<file path="config.mk">
export PLATFORM = sky130hd
export DESIGN_NAME = dbxc_ctrl
export DESIGN_NICKNAME = d
export VERILOG_FILES = /design/src/logic/dbxc_pkg.sv /design/src/logic/dbxc_bp_match.sv /design/src/logic/dbxc_prio.sv /design/src/logic/dbxc_ctrl.sv
export SDC_FILE = /design/constraint.sdc
export NUM_CORES = 1
export LEC_CHECK = 0
export BUFFER_PORTS_ARGS = -buffer_cell sky130_fd_sc_hd__buf_2
export CAP_MARGIN = 15
export CORE_MARGIN = 1
export CORE_UTILIZATION = 30
export DETAILED_ROUTE_END_ITERATION = 8
export PLACE_DENSITY_LB_ADDON = 0.05
export SETUP_SLACK_MARGIN = 0.15
export SLEW_MARGIN = 30
export SYNTH_ARGS = -nofsm -noshare
export SYNTH_HDL_FRONTEND = slang
export SYNTH_HIERARCHICAL = 1
export SYNTH_SLANG_ARGS = --single-unit
</file>
<file path="constraint.sdc">
create_clock -name ref_clk_in -period 4.16 [get_ports ref_clk_in]
set_input_delay 0.416 -clock ref_clk_in [delete_from_list [all_inputs] [get_ports ref_clk_in]]
set_output_delay 0.416 -clock ref_clk_in [all_outputs]
set_load 0.01 [all_outputs]
</file>
<file path="src/logic/dbxc_pkg.sv">
// Package of constants and types for the debug breakpoint and exception controller
package dbxc_pkg;

	// ----------------------------------------
	// Register map (word index on command port)
	// ----------------------------------------
	localparam logic [3:0]  DBXC_ADDR_DR0        = 4'h0;  // Breakpoint address 0..3 at 0..3
	localparam logic [3:0]  DBXC_ADDR_ALIAS_FOUR = 4'h4;
	localparam logic [3:0]  DBXC_ADDR_ALIAS_FIVE = 4'h5;
	localparam logic [3:0]  DBXC_ADDR_DSTATUS    = 4'h6;
	localparam logic [3:0]  DBXC_ADDR_DCTRL      = 4'h7;
	localparam logic [3:0]  DBXC_ADDR_FEATURE    = 4'h8;
	localparam logic [3:0]  DBXC_ADDR_PFP_CSR    = 4'h9;
	localparam logic [3:0]  DBXC_ADDR_LAST_VEC   = 4'ha;

	// ----------------------------------------
	// Field layouts and reset values
	// ----------------------------------------
	localparam logic [31:0] DBXC_DCTRL_RSVD_MASK   = 32'h0000_d800;  // Bits 11,12,14,15
	localparam logic [31:0] DBXC_DSTATUS_RSVD_MASK = 32'h0000_1000;  // Bit 12
	localparam logic [31:0] DBXC_DCTRL_RESET       = 32'h0000_0400;
	localparam logic [31:0] DBXC_DSTATUS_RESET     = 32'hffff_0ff0;
	localparam logic [31:0] DBXC_FEATURE_RESET     = 32'h0000_0000;
	localparam logic [31:0] DBXC_FEATURE_VALID     = 32'h0000_07ff;  // Writable feature bits
	localparam int          DBXC_FEAT_DEBUG_EXT    = 3;
	localparam int          DBXC_FEAT_MCHK         = 6;
	localparam int          DBXC_DCTRL_TYPE_LSB    = 16;  // Type field of breakpoint n at 16+4n
	localparam int          DBXC_DCTRL_LEN_LSB     = 18;
	localparam logic [7:0]  DBXC_INVALID_AR_A      = 8'h80;
	localparam logic [7:0]  DBXC_INVALID_AR_B      = 8'h00;
	localparam logic [3:0]  DBXC_MAX_INSN_LEN      = 4'hf;   // 15 bytes

	// ----------------------------------------
	// Breakpoint access types
	// ----------------------------------------
	localparam logic [1:0]  DBXC_BP_EXEC  = 2'h0;
	localparam logic [1:0]  DBXC_BP_WRITE = 2'h1;
	localparam logic [1:0]  DBXC_BP_IO    = 2'h2;
	localparam logic [1:0]  DBXC_BP_RW    = 2'h3;

	// ----------------------------------------
	// Exception vectors
	// ----------------------------------------
	localparam logic [7:0]  DBXC_VEC_DIVIDE = 8'h00;
	localparam logic [7:0]  DBXC_VEC_DEBUG  = 8'h01;
	localparam logic [7:0]  DBXC_VEC_INV_OP = 8'h06;
	localparam logic [7:0]  DBXC_VEC_GP     = 8'h0d;
	localparam logic [7:0]  DBXC_VEC_PAGE   = 8'h0e;
	localparam logic [7:0]  DBXC_VEC_ALIGN  = 8'h11;
	localparam logic [7:0]  DBXC_VEC_MCHK   = 8'h12;
	localparam logic [7:0]  DBXC_VEC_PFP    = 8'h13;

	// Access kind reported by the pipeline
	typedef enum logic [1:0] {
		DBXC_ACC_FETCH,
		DBXC_ACC_READ,
		DBXC_ACC_WRITE,
		DBXC_ACC_IO
	} dbxc_acc_t;

endpackage : dbxc_pkg

</file>
<file path="src/logic/dbxc_bp_match.sv">
// Breakpoint type decode and address match for one breakpoint slot
`timescale 1ns/1ps
module dbxc_bp_match
	import dbxc_pkg::*;
(
	// Slot configuration
	input  wire logic [31:0] bp_addr_in,
	input  wire logic [1:0]  access_type_in,
	input  wire logic [1:0]  bp_len_in,
	input  wire logic        debug_ext_enable_in,
	// Access being checked
	input  wire logic        acc_valid_in,
	input  wire dbxc_acc_t   acc_kind_in,
	input  wire logic [31:0] acc_addr_in,
	// Result
	output logic             hit_out
);

	// Length mask ignores low address bits within the watched span
	wire logic [31:0] len_mask;
	wire logic        addr_eq;
	wire logic        type_ok;

	assign len_mask = {30'h3fff_ffff, ~bp_len_in};
	assign addr_eq  = ((bp_addr_in ^ acc_addr_in) & len_mask) == 32'h0000_0000;

	// Kind filter per access-type field
	assign type_ok =
		(access_type_in == DBXC_BP_EXEC)  ? (acc_kind_in == DBXC_ACC_FETCH) :
		(access_type_in == DBXC_BP_WRITE) ? (acc_kind_in == DBXC_ACC_WRITE) :
		(access_type_in == DBXC_BP_IO)    ? (debug_ext_enable_in &&
		                                     acc_kind_in == DBXC_ACC_IO) :
		((acc_kind_in == DBXC_ACC_READ) || (acc_kind_in == DBXC_ACC_WRITE));

	assign hit_out = acc_valid_in && addr_eq && type_ok;

endmodule : dbxc_bp_match

</file>
<file path="src/logic/dbxc_prio.sv">
// Fixed-priority picker across the five event categories
`timescale 1ns/1ps
module dbxc_prio
	import dbxc_pkg::*;
(
	// Requests and vectors per category, index 0 is highest
	input  wire logic [4:0]  req_in,
	input  wire logic [39:0] vec_in,
	// Winner
	output logic             any_out,
	output logic [7:0]       vec_out,
	output logic [2:0]       cat_out
);

	// Lowest index wins; ties resolve the same way every time
	always_comb begin
		any_out = 1'b0;
		vec_out = 8'h00;
		cat_out = 3'h0;
		for (int i = 4; i >= 0; i--) begin
			if (req_in[i]) begin
				any_out = 1'b1;
				vec_out = vec_in[i*8 +: 8];
				cat_out = 3'(i);
			end
		end
	end

endmodule : dbxc_prio

</file>
<file path="src/logic/dbxc_ctrl.sv">
// Debug breakpoint decode, debug register access and exception ranking
//
// The address map and the strobed register port were left to the implementer.
`timescale 1ns/1ps

// Summary of operation
// - Type 00 breaks only on instruction execution at the address.
// - Type 01 breaks only on data writes to the address.
// - Type 10 with debug extensions on breaks on I/O reads or writes.
// - Type 11 breaks on data reads or writes, never fetches.
// - Debug control bits 11, 12, 14, 15 always read zero.
// - Debug status bit 12 can never be written to one.
// - Extensions off: register four aliases status, five aliases control.
// - Extensions on: touching register four or five is invalid opcode.
// - Moves to or from legacy test registers are invalid opcode.
// - Machine check on vector 18 only while its enable is set.
// - Writing one to a reserved special-register bit is protection fault 13.
// - Reserved bit set in a translation entry gives page fault 14.
// - With alignment checking active, unaligned reference gives fault 17.
// - Packed float errors go to vector 19 and are recorded in status.
// - Divide error vector 0 saves pointer to the divide itself.
// - Most negative signed quotient is a valid result, no divide error.
// - Improper lock prefix gives invalid opcode on vector 6.
// - Instruction longer than 15 bytes gives protection fault.
// - Rank: prior traps, interrupts, fetch, decode, execute faults.
// - Descriptor load does locked accessed-bit update only if bit clear.
// - Access-rights values 80 and 00 are invalid descriptor types.
// - Feature control register clears fully on hardware reset.
module dbxc_ctrl
	import dbxc_pkg::*;
(
	// Clock and reset
	input  wire logic        ref_clk_in,
	input  wire logic        rst_in,
	// Register command port
	input  wire logic [3:0]  reg_addr_in,
	input  wire logic [31:0] reg_wdata_in,
	input  wire logic        reg_wr_in,
	input  wire logic        reg_rd_in,
	output logic [31:0]      reg_rdata_out,
	// Memory and I/O access from execute
	input  wire logic        acc_valid_in,
	input  wire dbxc_acc_t   acc_kind_in,
	input  wire logic [31:0] acc_addr_in,
	input  wire logic [1:0]  acc_size_in,
	input  wire logic        align_check_active_in,
	// Decode reports
	input  wire logic        test_reg_move_in,
	input  wire logic        lock_misuse_in,
	input  wire logic [3:0]  insn_len_in,
	input  wire logic        insn_len_ovf_in,
	input  wire logic        fetch_fault_in,
	input  wire logic [7:0]  fetch_fault_vec_in,
	// Execute reports
	input  wire logic [31:0] insn_ptr_in,
	input  wire logic        div_valid_in,
	input  wire logic        div_signed_in,
	input  wire logic        div_word_in,
	input  wire logic [32:0] div_quot_in,
	input  wire logic        div_by_zero_in,
	input  wire logic        pt_rsvd_set_in,
	input  wire logic        pfp_error_in,
	input  wire logic [5:0]  pfp_flags_in,
	input  wire logic        hw_error_in,
	input  wire logic        prev_trap_in,
	input  wire logic        ext_irq_in,
	input  wire logic [7:0]  ext_irq_vec_in,
	input  wire logic        sreg_wr_in,
	input  wire logic [31:0] sreg_wdata_in,
	input  wire logic [31:0] sreg_rsvd_mask_in,
	// Descriptor loads
	input  wire logic        desc_load_in,
	input  wire logic [7:0]  desc_ar_in,
	// Event delivery
	output logic             event_valid_out,
	output logic [7:0]       event_vec_out,
	output logic [2:0]       event_cat_out,
	output logic [31:0]      event_ret_ptr_out,
	// Descriptor results
	output logic             desc_locked_rmw_out,
	output logic             desc_invalid_out,
	// Feature state
	output logic             debug_ext_enable_out,
	output logic             machine_check_enable_out
);

	// ----------------------------------------
	// Register state
	// ----------------------------------------
	logic [31:0] bp_addr_q [4];
	logic [31:0] debug_control_reg_q;
	logic [31:0] debug_status_reg_q;
	logic [31:0] feature_control_reg_q;
	logic [31:0] packed_fp_ctrl_status_q;
	logic [7:0]  last_vec_q;
	logic [31:0] reg_rdata_q;

	wire logic debug_ext_enable     = feature_control_reg_q[DBXC_FEAT_DEBUG_EXT];
	wire logic machine_check_enable = feature_control_reg_q[DBXC_FEAT_MCHK];

	// ----------------------------------------
	// Register address decode
	// ----------------------------------------
	wire logic is_alias = (reg_addr_in == DBXC_ADDR_ALIAS_FOUR) ||
	                      (reg_addr_in == DBXC_ADDR_ALIAS_FIVE);
	wire logic alias_fault = is_alias && (reg_wr_in || reg_rd_in) &&
	                         debug_ext_enable;
	// Extensions off: four and five land on status and control
	wire logic sel_status = (reg_addr_in == DBXC_ADDR_DSTATUS) ||
	                        (reg_addr_in == DBXC_ADDR_ALIAS_FOUR && !debug_ext_enable);
	wire logic sel_ctrl   = (reg_addr_in == DBXC_ADDR_DCTRL) ||
	                        (reg_addr_in == DBXC_ADDR_ALIAS_FIVE && !debug_ext_enable);
	wire logic sel_bp     = (reg_addr_in[3:2] == DBXC_ADDR_DR0[3:2]);
	wire logic feat_rsvd  = reg_wr_in && (reg_addr_in == DBXC_ADDR_FEATURE) &&
	                        |(reg_wdata_in & ~DBXC_FEATURE_VALID);
	wire logic sreg_rsvd  = sreg_wr_in && |(sreg_wdata_in & sreg_rsvd_mask_in);

	// ----------------------------------------
	// Breakpoint matching
	// ----------------------------------------
	wire logic [3:0] bp_hit;
	for (genvar g = 0; g < 4; g++) begin : g_bp
		dbxc_bp_match u_match (
			.bp_addr_in          (bp_addr_q[g]),
			.access_type_in      (debug_control_reg_q[DBXC_DCTRL_TYPE_LSB + 4*g +: 2]),
			.bp_len_in           (debug_control_reg_q[DBXC_DCTRL_LEN_LSB + 4*g +: 2]),
			.debug_ext_enable_in (debug_ext_enable),
			.acc_valid_in        (acc_valid_in && debug_control_reg_q[2*g +: 2] != 2'h0),
			.acc_kind_in         (acc_kind_in),
			.acc_addr_in         (acc_addr_in),
			.hit_out             (bp_hit[g])
		);
	end

	// ----------------------------------------
	// Fault detection
	// ----------------------------------------
	// Misalignment check from size code: 1, 2, 4, 8 bytes
	function automatic logic misaligned(input logic [31:0] a, input logic [1:0] sz);
		logic [2:0] m;
		m = 3'((4'h1 << sz) - 4'h1);
		return |(a[2:0] & m);
	endfunction : misaligned

	// Signed quotient fits if in range; the most negative value is legal
	function automatic logic quot_ovf(input logic [32:0] q, input logic w);
		logic [32:0] s;
		s = w ? 33'(signed'(q[15:0])) : 33'(signed'(q[7:0]));
		return s != q;
	endfunction : quot_ovf

	wire logic div_err   = div_valid_in && (div_by_zero_in ||
	                       (div_signed_in && quot_ovf(div_quot_in, div_word_in)));
	wire logic align_err = acc_valid_in && align_check_active_in &&
	                       acc_kind_in != DBXC_ACC_FETCH &&
	                       misaligned(acc_addr_in, acc_size_in);
	wire logic mchk_err  = hw_error_in && machine_check_enable;
	wire logic long_err  = insn_len_ovf_in || (insn_len_in > DBXC_MAX_INSN_LEN);
	wire logic ud_dec    = test_reg_move_in || lock_misuse_in || alias_fault;
	wire logic gp_exec   = sreg_rsvd || feat_rsvd;
	wire logic bp_data   = |bp_hit && acc_kind_in != DBXC_ACC_FETCH;
	wire logic bp_fetch  = |bp_hit && acc_kind_in == DBXC_ACC_FETCH;

	// ----------------------------------------
	// Per-category selection, fixed order inside each
	// ----------------------------------------
	wire logic [7:0] trap_vec = mchk_err ? DBXC_VEC_MCHK : DBXC_VEC_DEBUG;
	wire logic [7:0] fetch_vec = bp_fetch ? DBXC_VEC_DEBUG : fetch_fault_vec_in;
	wire logic [7:0] dec_vec  = ud_dec ? DBXC_VEC_INV_OP : DBXC_VEC_GP;
	wire logic [7:0] exec_vec =
		div_err       ? DBXC_VEC_DIVIDE :
		gp_exec       ? DBXC_VEC_GP :
		pt_rsvd_set_in ? DBXC_VEC_PAGE :
		align_err     ? DBXC_VEC_ALIGN :
		DBXC_VEC_PFP;
	wire logic [4:0] cat_req = {
		div_err || gp_exec || pt_rsvd_set_in || align_err || pfp_error_in,
		ud_dec || long_err,
		fetch_fault_in || bp_fetch,
		ext_irq_in,
		prev_trap_in || mchk_err || bp_data
	};
	wire logic       win_any;
	wire logic [7:0] win_vec;
	wire logic [2:0] win_cat;

	dbxc_prio u_prio (
		.req_in  (cat_req),
		.vec_in  ({exec_vec, dec_vec, fetch_vec, ext_irq_vec_in, trap_vec}),
		.any_out (win_any),
		.vec_out (win_vec),
		.cat_out (win_cat)
	);

	// ----------------------------------------
	// Register writes
	// ----------------------------------------
	always_ff @(posedge ref_clk_in) begin
		if (rst_in) begin
			feature_control_reg_q <= DBXC_FEATURE_RESET;
			debug_control_reg_q   <= DBXC_DCTRL_RESET;
			packed_fp_ctrl_status_q <= 32'h0000_0000;
			for (int i = 0; i < 4; i++) begin
				bp_addr_q[i] <= 32'h0000_0000;
			end
		end else begin
			if (reg_wr_in && reg_addr_in == DBXC_ADDR_FEATURE && !feat_rsvd) begin
				feature_control_reg_q <= reg_wdata_in & DBXC_FEATURE_VALID;
			end
			if (reg_wr_in && sel_ctrl && !alias_fault) begin
				debug_control_reg_q <= reg_wdata_in & ~DBXC_DCTRL_RSVD_MASK;
			end
			if (reg_wr_in && sel_bp) begin
				bp_addr_q[reg_addr_in[1:0]] <= reg_wdata_in;
			end
			// Sticky flags: hardware set wins over software write
			if (reg_wr_in && reg_addr_in == DBXC_ADDR_PFP_CSR) begin
				packed_fp_ctrl_status_q <= {26'h0, reg_wdata_in[5:0] |
				                           (pfp_error_in ? pfp_flags_in : 6'h00)};
			end else if (pfp_error_in) begin
				packed_fp_ctrl_status_q[5:0] <= packed_fp_ctrl_status_q[5:0] | pfp_flags_in;
			end
		end
	end

	// Debug status: write clears bit 12, hits set low bits
	always_ff @(posedge ref_clk_in) begin
		if (rst_in) begin
			debug_status_reg_q <= DBXC_DSTATUS_RESET;
		end else if (reg_wr_in && sel_status && !alias_fault) begin
			debug_status_reg_q <= (reg_wdata_in & ~DBXC_DSTATUS_RSVD_MASK) |
			                      {28'h0, bp_hit};
		end else if (|bp_hit) begin
			debug_status_reg_q[3:0] <= debug_status_reg_q[3:0] | bp_hit;
		end
	end

	// ----------------------------------------
	// Read data, one cycle after the strobe
	// ----------------------------------------
	wire logic [31:0] rd_mux =
		alias_fault                      ? 32'h0000_0000 :
		sel_status                       ? debug_status_reg_q :
		sel_ctrl                         ? debug_control_reg_q :
		sel_bp                           ? bp_addr_q[reg_addr_in[1:0]] :
		(reg_addr_in == DBXC_ADDR_FEATURE) ? feature_control_reg_q :
		(reg_addr_in == DBXC_ADDR_PFP_CSR) ? packed_fp_ctrl_status_q :
		(reg_addr_in == DBXC_ADDR_LAST_VEC) ? {24'h0, last_vec_q} :
		32'h0000_0000;

	always_ff @(posedge ref_clk_in) begin
		if (rst_in) begin
			reg_rdata_q <= 32'h0000_0000;
		end else begin
			reg_rdata_q <= reg_rd_in ? rd_mux : 32'h0000_0000;
		end
	end

	// ----------------------------------------
	// Event delivery and descriptor outputs
	// ----------------------------------------
	always_ff @(posedge ref_clk_in) begin
		if (rst_in) begin
			event_valid_out     <= 1'b0;
			event_vec_out       <= 8'h00;
			event_cat_out       <= 3'h0;
			event_ret_ptr_out   <= 32'h0000_0000;
			last_vec_q          <= 8'h00;
			desc_locked_rmw_out <= 1'b0;
			desc_invalid_out    <= 1'b0;
		end else begin
			event_valid_out   <= win_any;
			event_vec_out     <= win_vec;
			event_cat_out     <= win_cat;
			event_ret_ptr_out <= insn_ptr_in;  // Faulting insn itself
			if (win_any) begin
				last_vec_q <= win_vec;
			end
			desc_invalid_out <= desc_load_in && (desc_ar_in == DBXC_INVALID_AR_A ||
			                    desc_ar_in == DBXC_INVALID_AR_B);
			desc_locked_rmw_out <= desc_load_in && !desc_ar_in[0] &&
			                       desc_ar_in != DBXC_INVALID_AR_B;
		end
	end

	assign reg_rdata_out            = reg_rdata_q;
	assign debug_ext_enable_out     = debug_ext_enable;
	assign machine_check_enable_out = machine_check_enable;

endmodule : dbxc_ctrl

</file>
; Word-level counts from Yosys, hierarchy flattened
; Memories as Yosys holds them, arrays and structs flattened.
; Cells that the tools add are included.
[totals]
regBits = 163
ramBits = 128
wordCells = 200
n_memories = 1
[memory_table]
columns = memory, words, width, read_ports, rd_clocked_by_memory_dff, wr, line
row1 = bp_addr_q, 4, 32, 5, 0, 4, dbxc_ctrl.sv:90  ; logic [31:0] bp_addr_q [4];
[op_classes]
n_addsub = 1
order_cmp = 1
n_eq_ne = 20
shifts = 1
mux = 53
bitwise_logic = 19
reduce_logical = 89
[ops]
columns = op, n
row1 = AND 32 bit, 5
row2 = logical NOT 32 bit, 4
row3 = 2-to-1 mux 32 bit, 4
row4 = XOR 32 bit, 4
row5 = OR reduction 32 bit, 2
row6 = 2-to-1 mux 8 bit, 6
row7 = logical AND 1 bit, 38
row8 = 2-to-1 mux 33 bit, 1
row9 = != test 33 bit, 1
row10 = OR 32 x 4 -> 32 bit, 1
row11 = 2-to-1 mux 5 bit, 6
row12 = 2-to-1 mux 1 bit, 24
row13 = OR reduction 21 bit, 1
row14 = logical OR 1 bit, 19
row15 = 2-to-1 mux 6 bit, 3
row16 = == test 4 x 3 -> 1 bit (second input constant), 4
row17 = nonzero test 2 bit, 7
row18 = == test 2 bit (second input constant), 6
row19 = == test 4 bit (second input constant), 3
row20 = logical NOT 2 bit, 6
row21 = 2-to-1 mux 4 bit, 3
row22 = OR 6 bit, 2
row23 = 2-to-1 mux 11 bit, 1
row24 = == test 2 x 1 -> 1 bit (second input constant), 5
row25 = other kinds (17), 28

; Longest topological paths before layout
; Gate-level depths: netlist of run 1.
[depth]
word_depth = 14
depth_mapped = 15
depth_no_buf = 14

; Modules after synthesis
; Netlist of run 1, hierarchy kept.
[modules_own_cells]
columns = module, instances, cells_each, area_per_inst_um2, seq_area_each_um2
row1 = dbxc_ctrl, 1, 1075, 11923.9, 7086.8
row2 = dbxc_bp_match, 4, 54, 444.2, 0.0
row3 = dbxc_prio, 1, 56, 386.6, 0.0

; Worst setup path before layout of run 1
; OpenSTA, ideal clock, no wires.
[synth_timing]
kind = input to register
start = in reg_addr_in[0]
end = mem bp_addr_q[3][0], enable pin
setup_ns = 0.466
t_arrival_ns = 3.803
t_required_ns = 3.694
slack_ns = -0.108
stages = 6
cell_sequence = buf_2 buf_2 buf_2 buf_4 nand2_1 o21ai_0
[synth_rtl]
columns = element, line
row1 = "start, declared", dbxc_ctrl.sv:36  ; input wire logic [3:0] reg_addr_in,
row2 = "end, declared", dbxc_ctrl.sv:90

==> impl_summary.txt, run 1 <==
----------------------------------------------------
[Status]
  Run status ... finished clean

[Worst setup path]
  Worst Setup End Kind ... flip-flop
  Worst-path fanout max ... 7
  WP buf/inv ... 1
  Largest delay share family, worst path ... simple AND/OR/NAND/NOR gates
  Data arrival time of the worst path ... 4090 ps
  Startpoint type of the worst setup path ... flip-flop
  Slowest CP cell ... sky130_fd_sc_hd__nor4_1
  Most used cell, CP ... sky130_fd_sc_hd__nor4_1
  Kind of critical path ... flip-flop to flip-flop
  WP data required ... 4630 ps
  Cell chain of the critical path ... xor2_1, nor4_1, nand4_1, a2111oi_2, nor4_1, o21ai_0, buf_4, nand2b_1, o22ai_1, a41oi_2, mux2i_1, nor2_1
  Slowest stage delay, CP ... 580 ps
  Reg-to-reg slack, setup ... approximately 550 ps

[Finish]
  Fill cell count ... between 4000 and 5000
  Layout cell share with drive strength beyond 1 ... 28.4%
  Core utilization of the finished layout ... approximately two fifths
  Area added between synthesis and finish ... 26.9%
  Final Net Count ... 1958
  Most common cell after layout, fill and taps aside ... sky130_fd_sc_hd__buf_2
  Highest-count cells in the layout ignoring fill and taps ... sky130_fd_sc_hd__buf_2 (322), sky130_fd_sc_hd__nand2_1 (184), sky130_fd_sc_hd__dfxtp_1 (162), sky130_fd_sc_hd__edfxtp_1 (128), sky130_fd_sc_hd__and2_1 (111)

[Timing]
  Worst hold margin ... 81.0 ps
  Setup total negative slack ... 0 ps
  Minimum clock period after layout ... ~3600 ps
  Maximum achievable frequency ... 277 MHz
  Count of endpoints failing hold in the final timing report ... 0
  # setup viols final ... 0
  Transition at the pin with the smallest max-transition slack ... around 800 ps
  Final worst-path cycle share ... between 80% and 90%
  Worst-case headroom to the max-slew limit ... 46.5%
  Unrepaired setup endpoints after global routing ... no
  Clock tree skew after final layout ... 15.3 ps
  Minimum setup slack in the final design ... 548 ps
  Max-slew violation count ... 0

[Floorplanning]
  DIE AREA ... approximately 48000 um2
  Area of the core ... 46500 um2
  Initial standard-cell utilization of the core ... 30.3%
  FP Rows ... just under 80
  Die outline height ... 219 um
  Die Width ... 219 um
  Top Ports ... about 340

[Yosys]
  Largest area contributor in the netlist ... sky130_fd_sc_hd__edfxtp_1
  Share of synthesized area occupied by flip-flops and latches ... around half
  Leading cell types by total area after synthesis ... sky130_fd_sc_hd__edfxtp_1 (27%), sky130_fd_sc_hd__dfxtp_1 (23%), sky130_fd_sc_hd__mux4_2 (5.1%)
  Distinct cell type count after synthesis ... 55
  Ys async rst share ... 0%
  Fraction of the mapped netlist area in simple logic gates ... approximately 20%
  Yosys warning total ... 6
  Dominant combinational cell family by area after synthesis ... simple AND/OR/NAND/NOR gates
  Number of enable flip-flop cells after synthesis ... 128
  Synthesized-area fraction occupied by adder cells ... 1.07%
  Synthesized-area fraction occupied by ao, oa, aoi and oai cells ... 8.73%
  Number of synthesized register bits ... 290
  Share of cell area taken by muxes after synthesis ... 8.46%
  Dominant synthesized flop cell ... sky130_fd_sc_hd__dfxtp_1
  Fraction of post-synthesis cell area in the top cell type by area ... 27.3%
  Netlist area before placement ... approximately 14000 um2
  Syn Area/Cell ... 10.5 um2
  Number of instances in the synthesized netlist ... 1347
  Parity-gate share of the synthesized area counting xor and xnor cells ... 8.17%

[Clock network]
  Clock Latency Late Sink ... 540 ps
  Clock root buffer ... sky130_fd_sc_hd__clkbuf_16
  CTS Buf Count ... 36
  Maximum clock path buffer count ... 3
  CTS Sinks ... 290
  Count of H-tree levels built during CTS ... 2
  Cts repair resizes ... 0
  CTS clk-pin slew, worst paths ... around 60 ps
  Count of hold-fix buffers inserted at cts ... 0
  Post-CTS repair timing setup buffer count ... 0
  Clock tree from TritonCTS ... done

[Hold path]
  Min-Delay Path Class ... primary input to flip-flop

[Placement]
  Final HPWL from detailed placement ... between 40000 and 50000 um
  Worst slack after detailed placement ... 377 ps
  Port bufs ... 324
  Routability cong. ... approximately 0.8

[GRT]
  Grt ovf ... 0
  Global Route met1 Usage ... 30.2%
  Layer with the highest usage after global routing ... met2
  First-pass GRT wire length ... 77100 um
  Number of global-route vias before repair ... 11300
  Antenna violations before repair ... 5
  Total GRT Usage ... 22.7%
  Met3 track utilization from global routing ... 3.92%
  Largest net degree at the start of global routing ... 61
  GR Util met2 ... between 30% and 40%

[Pwr]
  Largest vdd supply drop ... 265 uV
  Power Density ... 411 nW/um2
  Leakage ... 7.28 nW

[Flow run]
  Maximum capacitance violations ... 0

[Route]
  Number of vias in the routed layout ... 11500
  DRT Pass-1 Iters ... 5
  Detail-routed via count per cell ... roughly 4.9
  Initial DRC count ... 592
  Remaining antenna violation count after routing ... 0
  # DRC ... 0
  Final wirelength ... 54700 um
  Detailed-route wire length per cell ... around 23 um

----------------------------------------------------
layer usage:
metal / vias to the layer above / wire length, um
met5: - / 27
met4: 4 / 1580
met3: 81 / 2730
met2: 335 / 25800
met1: 5591 / 24500
li1: 5453 / -
cells in the mapped netlist (2+ instances only):
cell type,n
sky130_fd_sc_hd__nand2_1,184
sky130_fd_sc_hd__dfxtp_1,162
sky130_fd_sc_hd__edfxtp_1,128
sky130_fd_sc_hd__and2_1,111
sky130_fd_sc_hd__xor2_1,80
sky130_fd_sc_hd__a21oi_1,61
sky130_fd_sc_hd__nor2b_1,55
sky130_fd_sc_hd__clkbuf_1,52
sky130_fd_sc_hd__o21ai_0,51
sky130_fd_sc_hd__mux2i_1,46
sky130_fd_sc_hd__xnor2_1,44
sky130_fd_sc_hd__nor2_1,42
sky130_fd_sc_hd__nand3_1,37
sky130_fd_sc_hd__and3_1,33
sky130_fd_sc_hd__mux4_2,32
sky130_fd_sc_hd__nor4_1,31
sky130_fd_sc_hd__nand4_1,25
sky130_fd_sc_hd__a22oi_1,21
sky130_fd_sc_hd__inv_1,17
sky130_fd_sc_hd__o22ai_1,17
sky130_fd_sc_hd__ha_1,12
sky130_fd_sc_hd__buf_2,11
sky130_fd_sc_hd__nand2b_1,9
sky130_fd_sc_hd__nor3_1,9
sky130_fd_sc_hd__a41oi_2,8
sky130_fd_sc_hd__or4_1,8
sky130_fd_sc_hd__a31oi_1,7
sky130_fd_sc_hd__buf_1,5
sky130_fd_sc_hd__o21a_1,5
sky130_fd_sc_hd__a2111oi_2,4
sky130_fd_sc_hd__a211oi_1,4
sky130_fd_sc_hd__buf_4,4
sky130_fd_sc_hd__o2bb2ai_1,4
sky130_fd_sc_hd__xnor2_2,4
sky130_fd_sc_hd__conb_1,2
sky130_fd_sc_hd__inv_2,2
sky130_fd_sc_hd__o41ai_1,2
worst register-to-register path: cells and delay by family (launching register included):
| kind | cells | cell delay [ps] |
|---|---|---|
| buf+inv | 1 | 160 |
| compound gates | 4 | 1130 |
| xor+xnor | 1 | 160 |
| mux | 1 | 130 |
| simple gates | 5 | 1570 |
| flops | 1 | 400 |
cell families after synthesis:
group	Yosys count
buffers and inverters	93
adders and majority gates	12
DFF	290
other	2
AOI/OAI and AO/OA	190
xor gates and xnor gates	128
muxes	79
and+or+nand+nor	553
state kept, by name, summed over array words and instances (netlist names):
register / flops
desc_invalid_out: 1
event_vec_out: 8
desc_locked_rmw_out: 1
debug_control_reg_q: 28
last_vec_q: 8
packed_fp_ctrl_status_q: 6
feature_control_reg_q: 11
reg_rdata_out: 32
debug_status_reg_q: 31
event_ret_ptr_out: 32
event_valid_out: 1
event_cat_out: 3
bp_addr_q: 128
final cells by class:
class	instances	area (um2)	area share (%)
inverter	19	71.3	0.399
antenna	6	15.0	0.0840
clock inverter	12	158	0.882
multi-input combinational	975	6730	37.6
sequential	290	7090	39.6
tap	607	759	4.25
clock buffer	52	1060	5.94
timing repair buffer	368	1990	11.2
where the power goes:
| group | internal, W | leakage (nW) | switching (W) |
|---|---|---|---|
| clock | 0.00202 | 0.605 | 0.00125 |
| sequential | 0.00312 | 2.55 | 0.0000789 |
| combinational | 0.000360 | 4.12 | 0.000528 |
| total | 0.00549 | 7.28 | 0.00186 |
metrics by stage:
step	cells	total power, W	area, um2
finish	2329	0.00735	17900
global route	2323	0.00764	17900
CTS	2323	0.00744	17900
detailed placement	2259	0.00415	16600
global placement	2259	0.00415	16600
floorplan	1358	0.00367	14100
final timing paths:
check / from / to / cells past startpoint
max: bp_addr_q[2][21] / last_vec_q[5] / 12
min: insn_ptr_in[7] / event_ret_ptr_out[7] / 2
max reg2reg: bp_addr_q[2][21] / last_vec_q[5] / 12
min reg2reg: debug_status_reg_q[13] / debug_status_reg_q[13] / 2
Power figures use the tool's default switching activity.
==> inputs of run 2 (changes only) <==
--- a/config.mk
+++ b/config.mk
@@ -8,7 +8,7 @@
 export BUFFER_PORTS_ARGS = -buffer_cell sky130_fd_sc_hd__buf_2
 export CAP_MARGIN = 15
 export CORE_MARGIN = 1
-export CORE_UTILIZATION = 30
+export CORE_UTILIZATION = 28
 export DETAILED_ROUTE_END_ITERATION = 8
 export PLACE_DENSITY_LB_ADDON = 0.05
 export SETUP_SLACK_MARGIN = 0.15
==> impl_summary.txt, run 2 (same netlist as run 1, synthesis figures left out) <==
----------------------------------------------------
[Floorplanning]
  Area of the core ... 49300 um2 (was 46500 um2)
  Die Width ... 226 um (was 219 um)
  Top Ports ... 336 (unchanged)
  FP Rows ... 81 (was 79)
  DIE AREA ... 51200 um2 (was 47800 um2)
  Die outline height ... 226 um (was 219 um)
  Initial standard-cell utilization of the core ... 28.6% (was 30.3%)

[Clock network]
  Clock tree from TritonCTS ... done (unchanged)
  CTS Sinks ... 290 (unchanged)
  Post-CTS repair timing setup buffer count ... 0 (unchanged)
  Cts repair resizes ... 0 (unchanged)
  Maximum clock path buffer count ... 3 (unchanged)
  Clock Latency Late Sink ... 550 ps (was 540 ps)
  CTS Buf Count ... 37 (was 36)
  Clock root buffer ... sky130_fd_sc_hd__clkbuf_16 (unchanged)
  Count of H-tree levels built during CTS ... 2 (unchanged)
  CTS clk-pin slew, worst paths ... 60 ps (about the same)
  Count of hold-fix buffers inserted at cts ... 0 (unchanged)

[Timing]
  Maximum achievable frequency ... 292 MHz (was 277 MHz)
  Setup total negative slack ... 0 ps (unchanged)
  Minimum clock period after layout ... 3420 ps (was 3610 ps)
  Count of endpoints failing hold in the final timing report ... 0 (unchanged)
  Unrepaired setup endpoints after global routing ... no (unchanged)
  Clock tree skew after final layout ... 21.3 ps (was 15.3 ps)
  Worst-case headroom to the max-slew limit ... 43.7% (was 46.5%)
  Transition at the pin with the smallest max-transition slack ... 837 ps (was 800 ps)
  Max-slew violation count ... 0 (unchanged)
  Final worst-path cycle share ... 82.2% (was 86.8%)
  # setup viols final ... 0 (unchanged)

[GRT]
  Largest net degree at the start of global routing ... 65 (was 61)
  Antenna violations before repair ... 8 (was 5)
  First-pass GRT wire length ... 77900 um (was 77100 um)
  Total GRT Usage ... 21.5% (was 22.7%)
  Number of global-route vias before repair ... 11300 (about the same)
  Grt ovf ... 0 (unchanged)

[Worst setup path]
  Data arrival time of the worst path ... 3900 ps (was 4090 ps)
  WP data required ... 4640 ps (was 4630 ps)
  Worst Setup End Kind ... flip-flop (unchanged)
  Kind of critical path ... flip-flop to flip-flop (unchanged)
  Startpoint type of the worst setup path ... flip-flop (unchanged)
  Worst-path fanout max ... 7 (unchanged)

[Pwr]
  Power Density ... 420 nW/um2 (was 411 nW/um2)
  Leakage ... 7.30 nW (was 7.28 nW)
  Largest vdd supply drop ... 292 uV (was 265 uV)

[Finish]
  Highest-count cells in the layout ignoring fill and taps ... sky130_fd_sc_hd__buf_2 (322), sky130_fd_sc_hd__nand2_1 (184), sky130_fd_sc_hd__dfxtp_1 (162), sky130_fd_sc_hd__edfxtp_1 (128), sky130_fd_sc_hd__and2_1 (111) (unchanged)
  Biggest register ... bp_addr_q (unchanged)
  Layout cell share with drive strength beyond 1 ... 28.5% (was 28.4%)
  Final Net Count ... 1955 (was 1958)
  Number of flip-flops in the largest register ... 128 (unchanged)
  Area added between synthesis and finish ... 27.7% (was 26.9%)
  Final design area excluding fillers ... 18000 um2 (was 17900 um2)
  Most common cell after layout, fill and taps aside ... sky130_fd_sc_hd__buf_2 (unchanged)

[Route]
  Met2 routed wirelength ... 26900 um (was 25800 um)
  Top layer in use ... met5 (unchanged)
  Number of vias in the routed layout ... 11500 (about the same)
  # DRC ... 0 (unchanged)
  Initial DRC count ... 708 (was 592)
  DRT Pass-1 Iters ... 5 (unchanged)
  Remaining antenna violation count after routing ... 0 (unchanged)
  Detailed-route wire length per cell ... 23.4 um (was 23.5 um)
  Detail-routed via count per cell ... 4.82 (was 4.92)
  Final wirelength ... 55700 um (was 54700 um)
  Routed length on met3 ... 2800 um (was 2730 um)
  M1 wire length ... 24900 um (was 24500 um)

[Placement]
  Final HPWL from detailed placement ... 40600 um (was 40000 um)
  Routability cong. ... 0.819 (was 0.822)
  Post-place instance area ... 16700 um2 (was 16600 um2)
  Port bufs ... 324 (unchanged)

[Hold path]
  Min-Delay Path Class ... primary input to flip-flop (unchanged)

[Status]
  Run status ... finished clean (unchanged)

[Flow run]
  Maximum capacitance violations ... 0 (unchanged)

----------------------------------------------------
-- run 2: cell types whose count changed in the layout (fill, tap and decap cells not counted), sizes merged --
| cell | delta |
|---|---|
| clkbuf | +1 |
| inv | +1 |
| buf | -4 |
| clkinv | +1 |
| diode | -4 |
| bufinv | +1 |
-- run 2: cell type report --
class,count,area [um2]
fillers,5078,31300
flip-flops and latches,290,7090
multi-input cells,975,6730
repair buffers,364,1950
clock buffers,53,1110
well taps,664,831
clock inverters,15,201
inverters,19,71.3
diodes,2,5.00
-- run 2: per-layer routing --
| metal | track usage, % | vias up |
|---|---|---|
| li1 | - | 5449 |
| met1 | 28.4 | 5625 |
| met2 | 36.3 | 335 |
| met3 | 3.37 | 66 |
| met4 | 5.69 | 4 |
| met5 | 0 | - |
-- run 2: power breakdown --
| part | internal [W] | leakage (nW) | switching [W] |
|---|---|---|---|
| sequential | 0.00312 | 2.55 | 0.0000798 |
| combinational | 0.000359 | 4.10 | 0.000531 |
| clock | 0.00216 | 0.651 | 0.00131 |
-- run 2: metrics by stage --
stage	std cells	power (W)	utilization (%)	hold WS, ps	worst slack, ps
finish	2382	0.00755	36.5	74.6	740
global placement	2312	0.00415	33.8	440	345
detailed placement	2312	0.00416	33.8	445	339
global route	2381	0.00786	36.5	55.5	364
CTS	2380	0.00767	36.5	34.1	670
floorplan	1358	0.00367	-	433	212
-- run 2: path summary, 6_finish.rpt --
path,start,to,slack (ps),depth (start not counted)
setup / recovery,bp_addr_q[1][17],last_vec_q[5],740,12
hold / removal,insn_ptr_in[9],event_ret_ptr_out[9],70,2
setup reg to reg,bp_addr_q[1][17],last_vec_q[5],740,12
hold reg to reg,debug_control_reg_q[8],debug_control_reg_q[8],450,2
-- run 2: worst max-delay path, cell delays in order (launching register included) --
cell                        delay, ps
sky130_fd_sc_hd__edfxtp_1         420
sky130_fd_sc_hd__xor2_1           160
sky130_fd_sc_hd__nor4_1           470
sky130_fd_sc_hd__nand4_1          380
sky130_fd_sc_hd__a2111oi_2        490
sky130_fd_sc_hd__nor4_1           200
sky130_fd_sc_hd__o21ai_0          170
sky130_fd_sc_hd__buf_4            150
sky130_fd_sc_hd__nand2b_1         250
sky130_fd_sc_hd__o22ai_1          150
sky130_fd_sc_hd__a41oi_2          290
sky130_fd_sc_hd__mux2i_1          130
sky130_fd_sc_hd__nor2_1            90
==> inputs of run 3 (changes only) <==
--- a/config.mk
+++ b/config.mk
@@ -5,6 +5,7 @@
 export SDC_FILE = /design/constraint.sdc
 export NUM_CORES = 1
 export LEC_CHECK = 0
+export ABC_AREA = 1
 export BUFFER_PORTS_ARGS = -buffer_cell sky130_fd_sc_hd__buf_2
 export CAP_MARGIN = 15
 export CORE_MARGIN = 1
==> constraint.sdc (replaced) <==
create_clock -name ref_clk_in -period 2.7 [get_ports ref_clk_in]
set_input_delay 0.27 -clock ref_clk_in [delete_from_list [all_inputs] [get_ports ref_clk_in]]
set_output_delay 0.27 -clock ref_clk_in [all_outputs]
set_load 0.01 [all_outputs]
==> impl_summary.txt, run 3 <==
----------------------------------------------------
[GRT]
  Number of global-route vias before repair ... 14500 (was 11300)
  Largest net degree at the start of global routing ... 54 (was 65)
  Antenna violations before repair ... 1 (was 8)
  First-pass GRT wire length ... 90800 um (was 77900 um)
  Grt ovf ... 0 (unchanged)
  Total GRT Usage ... 22.8% (was 21.5%)

[Clock network]
  Clock tree from TritonCTS ... done (unchanged)
  Clock root buffer ... sky130_fd_sc_hd__clkbuf_16 (unchanged)
  CTS Buf Count ... 37 (unchanged)
  Count of H-tree levels built during CTS ... 2 (unchanged)
  CTS clk-pin slew, worst paths ... 60 ps (about the same)
  Clock Latency Late Sink ... 560 ps (was 550 ps)
  CTS Sinks ... 290 (unchanged)
  Maximum clock path buffer count ... 3 (unchanged)

[Hold path]
  Worst hold stages ... 3 (was 2)
  Min-Delay Path Class ... primary input to flip-flop (unchanged)
  Worst Hold End ... feature_control_reg_q[8] (was event_ret_ptr_out[9])
  Hold_sp ... reg_wdata_in[8] (was insn_ptr_in[9])

[Yosys]
  Distinct cell type count after synthesis ... 42 (was 55)
  Dominant combinational cell family by area after synthesis ... simple AND/OR/NAND/NOR gates (unchanged)
  Fraction of the mapped netlist area in simple logic gates ... 30.6% (was 20.4%)
  Most frequently used cell type in the post-synthesis netlist ... sky130_fd_sc_hd__nand2_1 (unchanged)
  Top cells by count, synth ... sky130_fd_sc_hd__nand2_1 (626), sky130_fd_sc_hd__nor2_1 (356), sky130_fd_sc_hd__inv_1 (278) (was sky130_fd_sc_hd__nand2_1 (184), sky130_fd_sc_hd__dfxtp_1 (162), sky130_fd_sc_hd__edfxtp_1 (128))
  Largest area contributor in the netlist ... sky130_fd_sc_hd__edfxtp_1 (unchanged)
  Dominant synthesized flop cell ... sky130_fd_sc_hd__dfxtp_1 (unchanged)
  Number of synthesized register bits ... 290 (unchanged)
  Netlist area before placement ... 14900 um2 (was 14100 um2)
  Syn Area/Cell ... 7.23 um2 (was 10.5 um2)
  Number of instances in the synthesized netlist ... 2068 (was 1347)
  Synthesized-area fraction occupied by adder cells ... 1.00% (was 1.07%)
  Leading cell types by total area after synthesis ... sky130_fd_sc_hd__edfxtp_1 (26%), sky130_fd_sc_hd__dfxtp_1 (22%), sky130_fd_sc_hd__nand2_1 (16%) (was sky130_fd_sc_hd__edfxtp_1 (27%), sky130_fd_sc_hd__dfxtp_1 (23%), sky130_fd_sc_hd__mux4_2 (5.1%))
  Synthesized-area fraction occupied by ao, oa, aoi and oai cells ... 9.18% (was 8.73%)
  Fraction of post-synthesis cell area in the top cell type by area ... 25.7% (was 27.3%)
  Share of cell area taken by muxes after synthesis ... 0% (was 8.46%)
  Yosys warning total ... 6 (unchanged)
  Parity-gate share of the synthesized area counting xor and xnor cells ... 2.11% (was 8.17%)
  Ys async rst share ... 0% (unchanged)
  Share of synthesized area occupied by flip-flops and latches ... 47.4% (was 50.3%)
  Number of enable flip-flop cells after synthesis ... 128 (unchanged)

[Timing]
  # setup viols final ... 0 (unchanged)
  Transition at the pin with the smallest max-transition slack ... 757 ps (was 837 ps)
  Maximum achievable frequency ... 371 MHz (was 292 MHz)
  Worst-case headroom to the max-slew limit ... 49.5% (was 43.7%)
  Worst hold margin ... 10.2 ps (was 74.6 ps)
  Final worst-path cycle share ... 99.8% (was 82.2%)
  Minimum setup slack in the final design ... 5.00 ps (was 740 ps)
  Unrepaired setup endpoints after global routing ... yes (was no)
  Max-slew violation count ... 0 (unchanged)
  Count of endpoints failing hold in the final timing report ... 0 (unchanged)
  Minimum clock period after layout ... 2700 ps (was 3420 ps)
  Clock tree skew after final layout ... 19.9 ps (was 21.3 ps)

[Route]
  Final wirelength ... 62200 um (was 55700 um)
  Remaining antenna violation count after routing ... 0 (unchanged)
  Number of vias in the routed layout ... 14800 (was 11500)
  # DRC ... 0 (unchanged)
  Detailed-route wire length per cell ... 19.2 um (was 23.4 um)
  Initial DRC count ... 978 (was 708)
  DRT Pass-1 Iters ... 5 (unchanged)
  Detail-routed via count per cell ... 4.57 (was 4.82)

[Worst setup path]
  Crit Reg-Reg Endpoint ... last_vec_q[1] (was last_vec_q[5])
  Worst-path fanout max ... 6 (was 7)
  Reg-to-reg slack, setup ... 5 ps (was 740 ps)
  RR Startpoint ... bp_addr_q[0][14] (was bp_addr_q[1][17])
  WP data required ... 3190 ps (was 4640 ps)
  FF-to-FF path depth ... 21 (was 12)
  Startpoint type of the worst setup path ... flip-flop (unchanged)
  Worst Setup End Kind ... flip-flop (unchanged)
  Kind of critical path ... flip-flop to flip-flop (unchanged)
  Data arrival time of the worst path ... 3190 ps (was 3900 ps)

[Finish]
  Layout cell share with drive strength beyond 1 ... 24.5% (was 28.5%)
  Final design area excluding fillers ... 20000 um2 (was 18000 um2)
  Biggest register ... bp_addr_q (unchanged)
  Area added between synthesis and finish ... 34.0% (was 27.7%)
  Highest-count cells in the layout ignoring fill and taps ... sky130_fd_sc_hd__nand2_1 (602), sky130_fd_sc_hd__nor2_1 (325), sky130_fd_sc_hd__buf_2 (324), sky130_fd_sc_hd__inv_1 (261), sky130_fd_sc_hd__dfxtp_1 (159) (was sky130_fd_sc_hd__buf_2 (322), sky130_fd_sc_hd__nand2_1 (184), sky130_fd_sc_hd__dfxtp_1 (162), sky130_fd_sc_hd__edfxtp_1 (128), sky130_fd_sc_hd__and2_1 (111))
  Most common cell after layout, fill and taps aside ... sky130_fd_sc_hd__nand2_1 (was sky130_fd_sc_hd__buf_2)
  Number of flip-flops in the largest register ... 128 (unchanged)
  Fill cell count ... 5588 (was 5078)
  Final Net Count ... 2784 (was 1955)

[Placement]
  Routability cong. ... 0.869 (was 0.819)
  Post-place instance area ... 17900 um2 (was 16700 um2)
  Worst slack after detailed placement ... -313 ps (was 339 ps)
  Port bufs ... 324 (unchanged)
  Final HPWL from detailed placement ... 44900 um (was 40600 um)

[Pwr]
  Power Density ... 574 nW/um2 (was 420 nW/um2)
  Leakage ... 9.86 nW (was 7.30 nW)
  Largest vdd supply drop ... 320 uV (was 292 uV)

[Floorplanning]
  Die outline height ... 233 um (was 226 um)
  Top Ports ... 336 (unchanged)
  Initial standard-cell utilization of the core ... 28.4% (was 28.6%)
  Area of the core ... 52700 um2 (was 49300 um2)
  Die Width ... 233 um (was 226 um)
  DIE AREA ... 54300 um2 (was 51200 um2)
  FP Rows ... 84 (was 81)

[Status]
  Run status ... finished clean (unchanged)

[Flow run]
  Maximum capacitance violations ... 0 (unchanged)

----------------------------------------------------
==> run 3: critical path, cell delays in order (launching register included) <==
cell                       delay, ps
sky130_fd_sc_hd__edfxtp_1        410
sky130_fd_sc_hd__nand2_1          90
sky130_fd_sc_hd__inv_1            40
sky130_fd_sc_hd__nor2_2          120
sky130_fd_sc_hd__nor2_1           60
sky130_fd_sc_hd__nand2_1         120
sky130_fd_sc_hd__nor2_4           70
sky130_fd_sc_hd__nand3_1         110
sky130_fd_sc_hd__nor2_2           60
sky130_fd_sc_hd__nor4_2          220
sky130_fd_sc_hd__buf_4           180
sky130_fd_sc_hd__inv_2            40
sky130_fd_sc_hd__nand2_2          50
sky130_fd_sc_hd__inv_2            40
sky130_fd_sc_hd__or2_4           300
sky130_fd_sc_hd__nor2_4          240
sky130_fd_sc_hd__nand3_2         100
sky130_fd_sc_hd__nand2_1          90
sky130_fd_sc_hd__nand2_1          50
sky130_fd_sc_hd__nand2_1          90
sky130_fd_sc_hd__inv_2            50
sky130_fd_sc_hd__a21oi_2         100
==> run 3: logic make-up after synthesis <==
kind of cell / after synthesis
other: 2
buffers and inverters: 361
flip-flops: 290
AND/OR/NAND/NOR: 1128
XOR/XNOR: 36
AO/OA/AOI/OAI: 239
adder cells (fa/ha/maj): 12
==> run 3: area by class of cell <==
cell class / count / area, um2 / share of cell area (%)
Clock inverter: 8 / 48.8 / 0.244
Antenna cell: 2 / 5.00 / 0.0250
Multi-Input combinational cell: 1429 / 6810 / 34.0
Clock buffer: 57 / 1160 / 5.77
Tap cell: 688 / 861 / 4.30
Inverter: 293 / 1110 / 5.53
Sequential cell: 290 / 7090 / 35.4
Timing Repair Buffer: 465 / 2950 / 14.7
==> run 3: report_power, final <==
part	switching, W	total, W	internal, W
sequential	0.000136	0.00494	0.00480
clock	0.00201	0.00496	0.00295
combinational	0.00100	0.00161	0.000603
total	0.00315	0.0115	0.00835
==> run 3: worst max path at each step <==
stage	start	endpoint	slack, ps	cells after the start
final	bp_addr_q[0][14]	last_vec_q[1]	5	21
after global routing	bp_addr_q[3][21]	last_vec_q[1]	-170	21
after CTS	bp_addr_q[3][14]	last_vec_q[4]	50	21
after detailed placement	acc_kind_in[1]	last_vec_q[0]	-310	23
after global placement	acc_kind_in[1]	last_vec_q[4]	-240	22
after floorplan	acc_kind_in[0]	last_vec_q[7]	170	19
==> run 3: routing by layer <==
metal  share of wire, %  up-vias  track usage, %
met5                  0        -               0
met4                2.4        0            6.39
met3                4.4       80            3.08
met2                 46      345            36.9
met1                 47     6964            31.5
li1                   -     7384               -
==> run 3: metrics by stage <==
step           setup TNS, ps  instances  power (W)  utilization [%]
3_3_place_gp           -4140       3103    0.00651             33.9
4_1_cts                    0       3221     0.0116             37.5
6_report                   0       3232     0.0115             38.0
5_1_grt                -1420       3230     0.0120             38.0
2_1_floorplan              0       2079    0.00573                -
3_5_place_dp           -5380       3103    0.00651             33.9
==> run 3: timing repair <==
| action | in CTS | in global routing |
|---|---|---|
| hold buffers | 47 | 0 |
| resized for setup | 57 | 70 |
| gates cloned | 2 | 0 |
| hold endpoints to repair | 46 | 0 |
| setup endpoints to repair | 20 | 20 |
| buffers inserted | 4 | 9 |
| pin swaps | 20 | 43 |
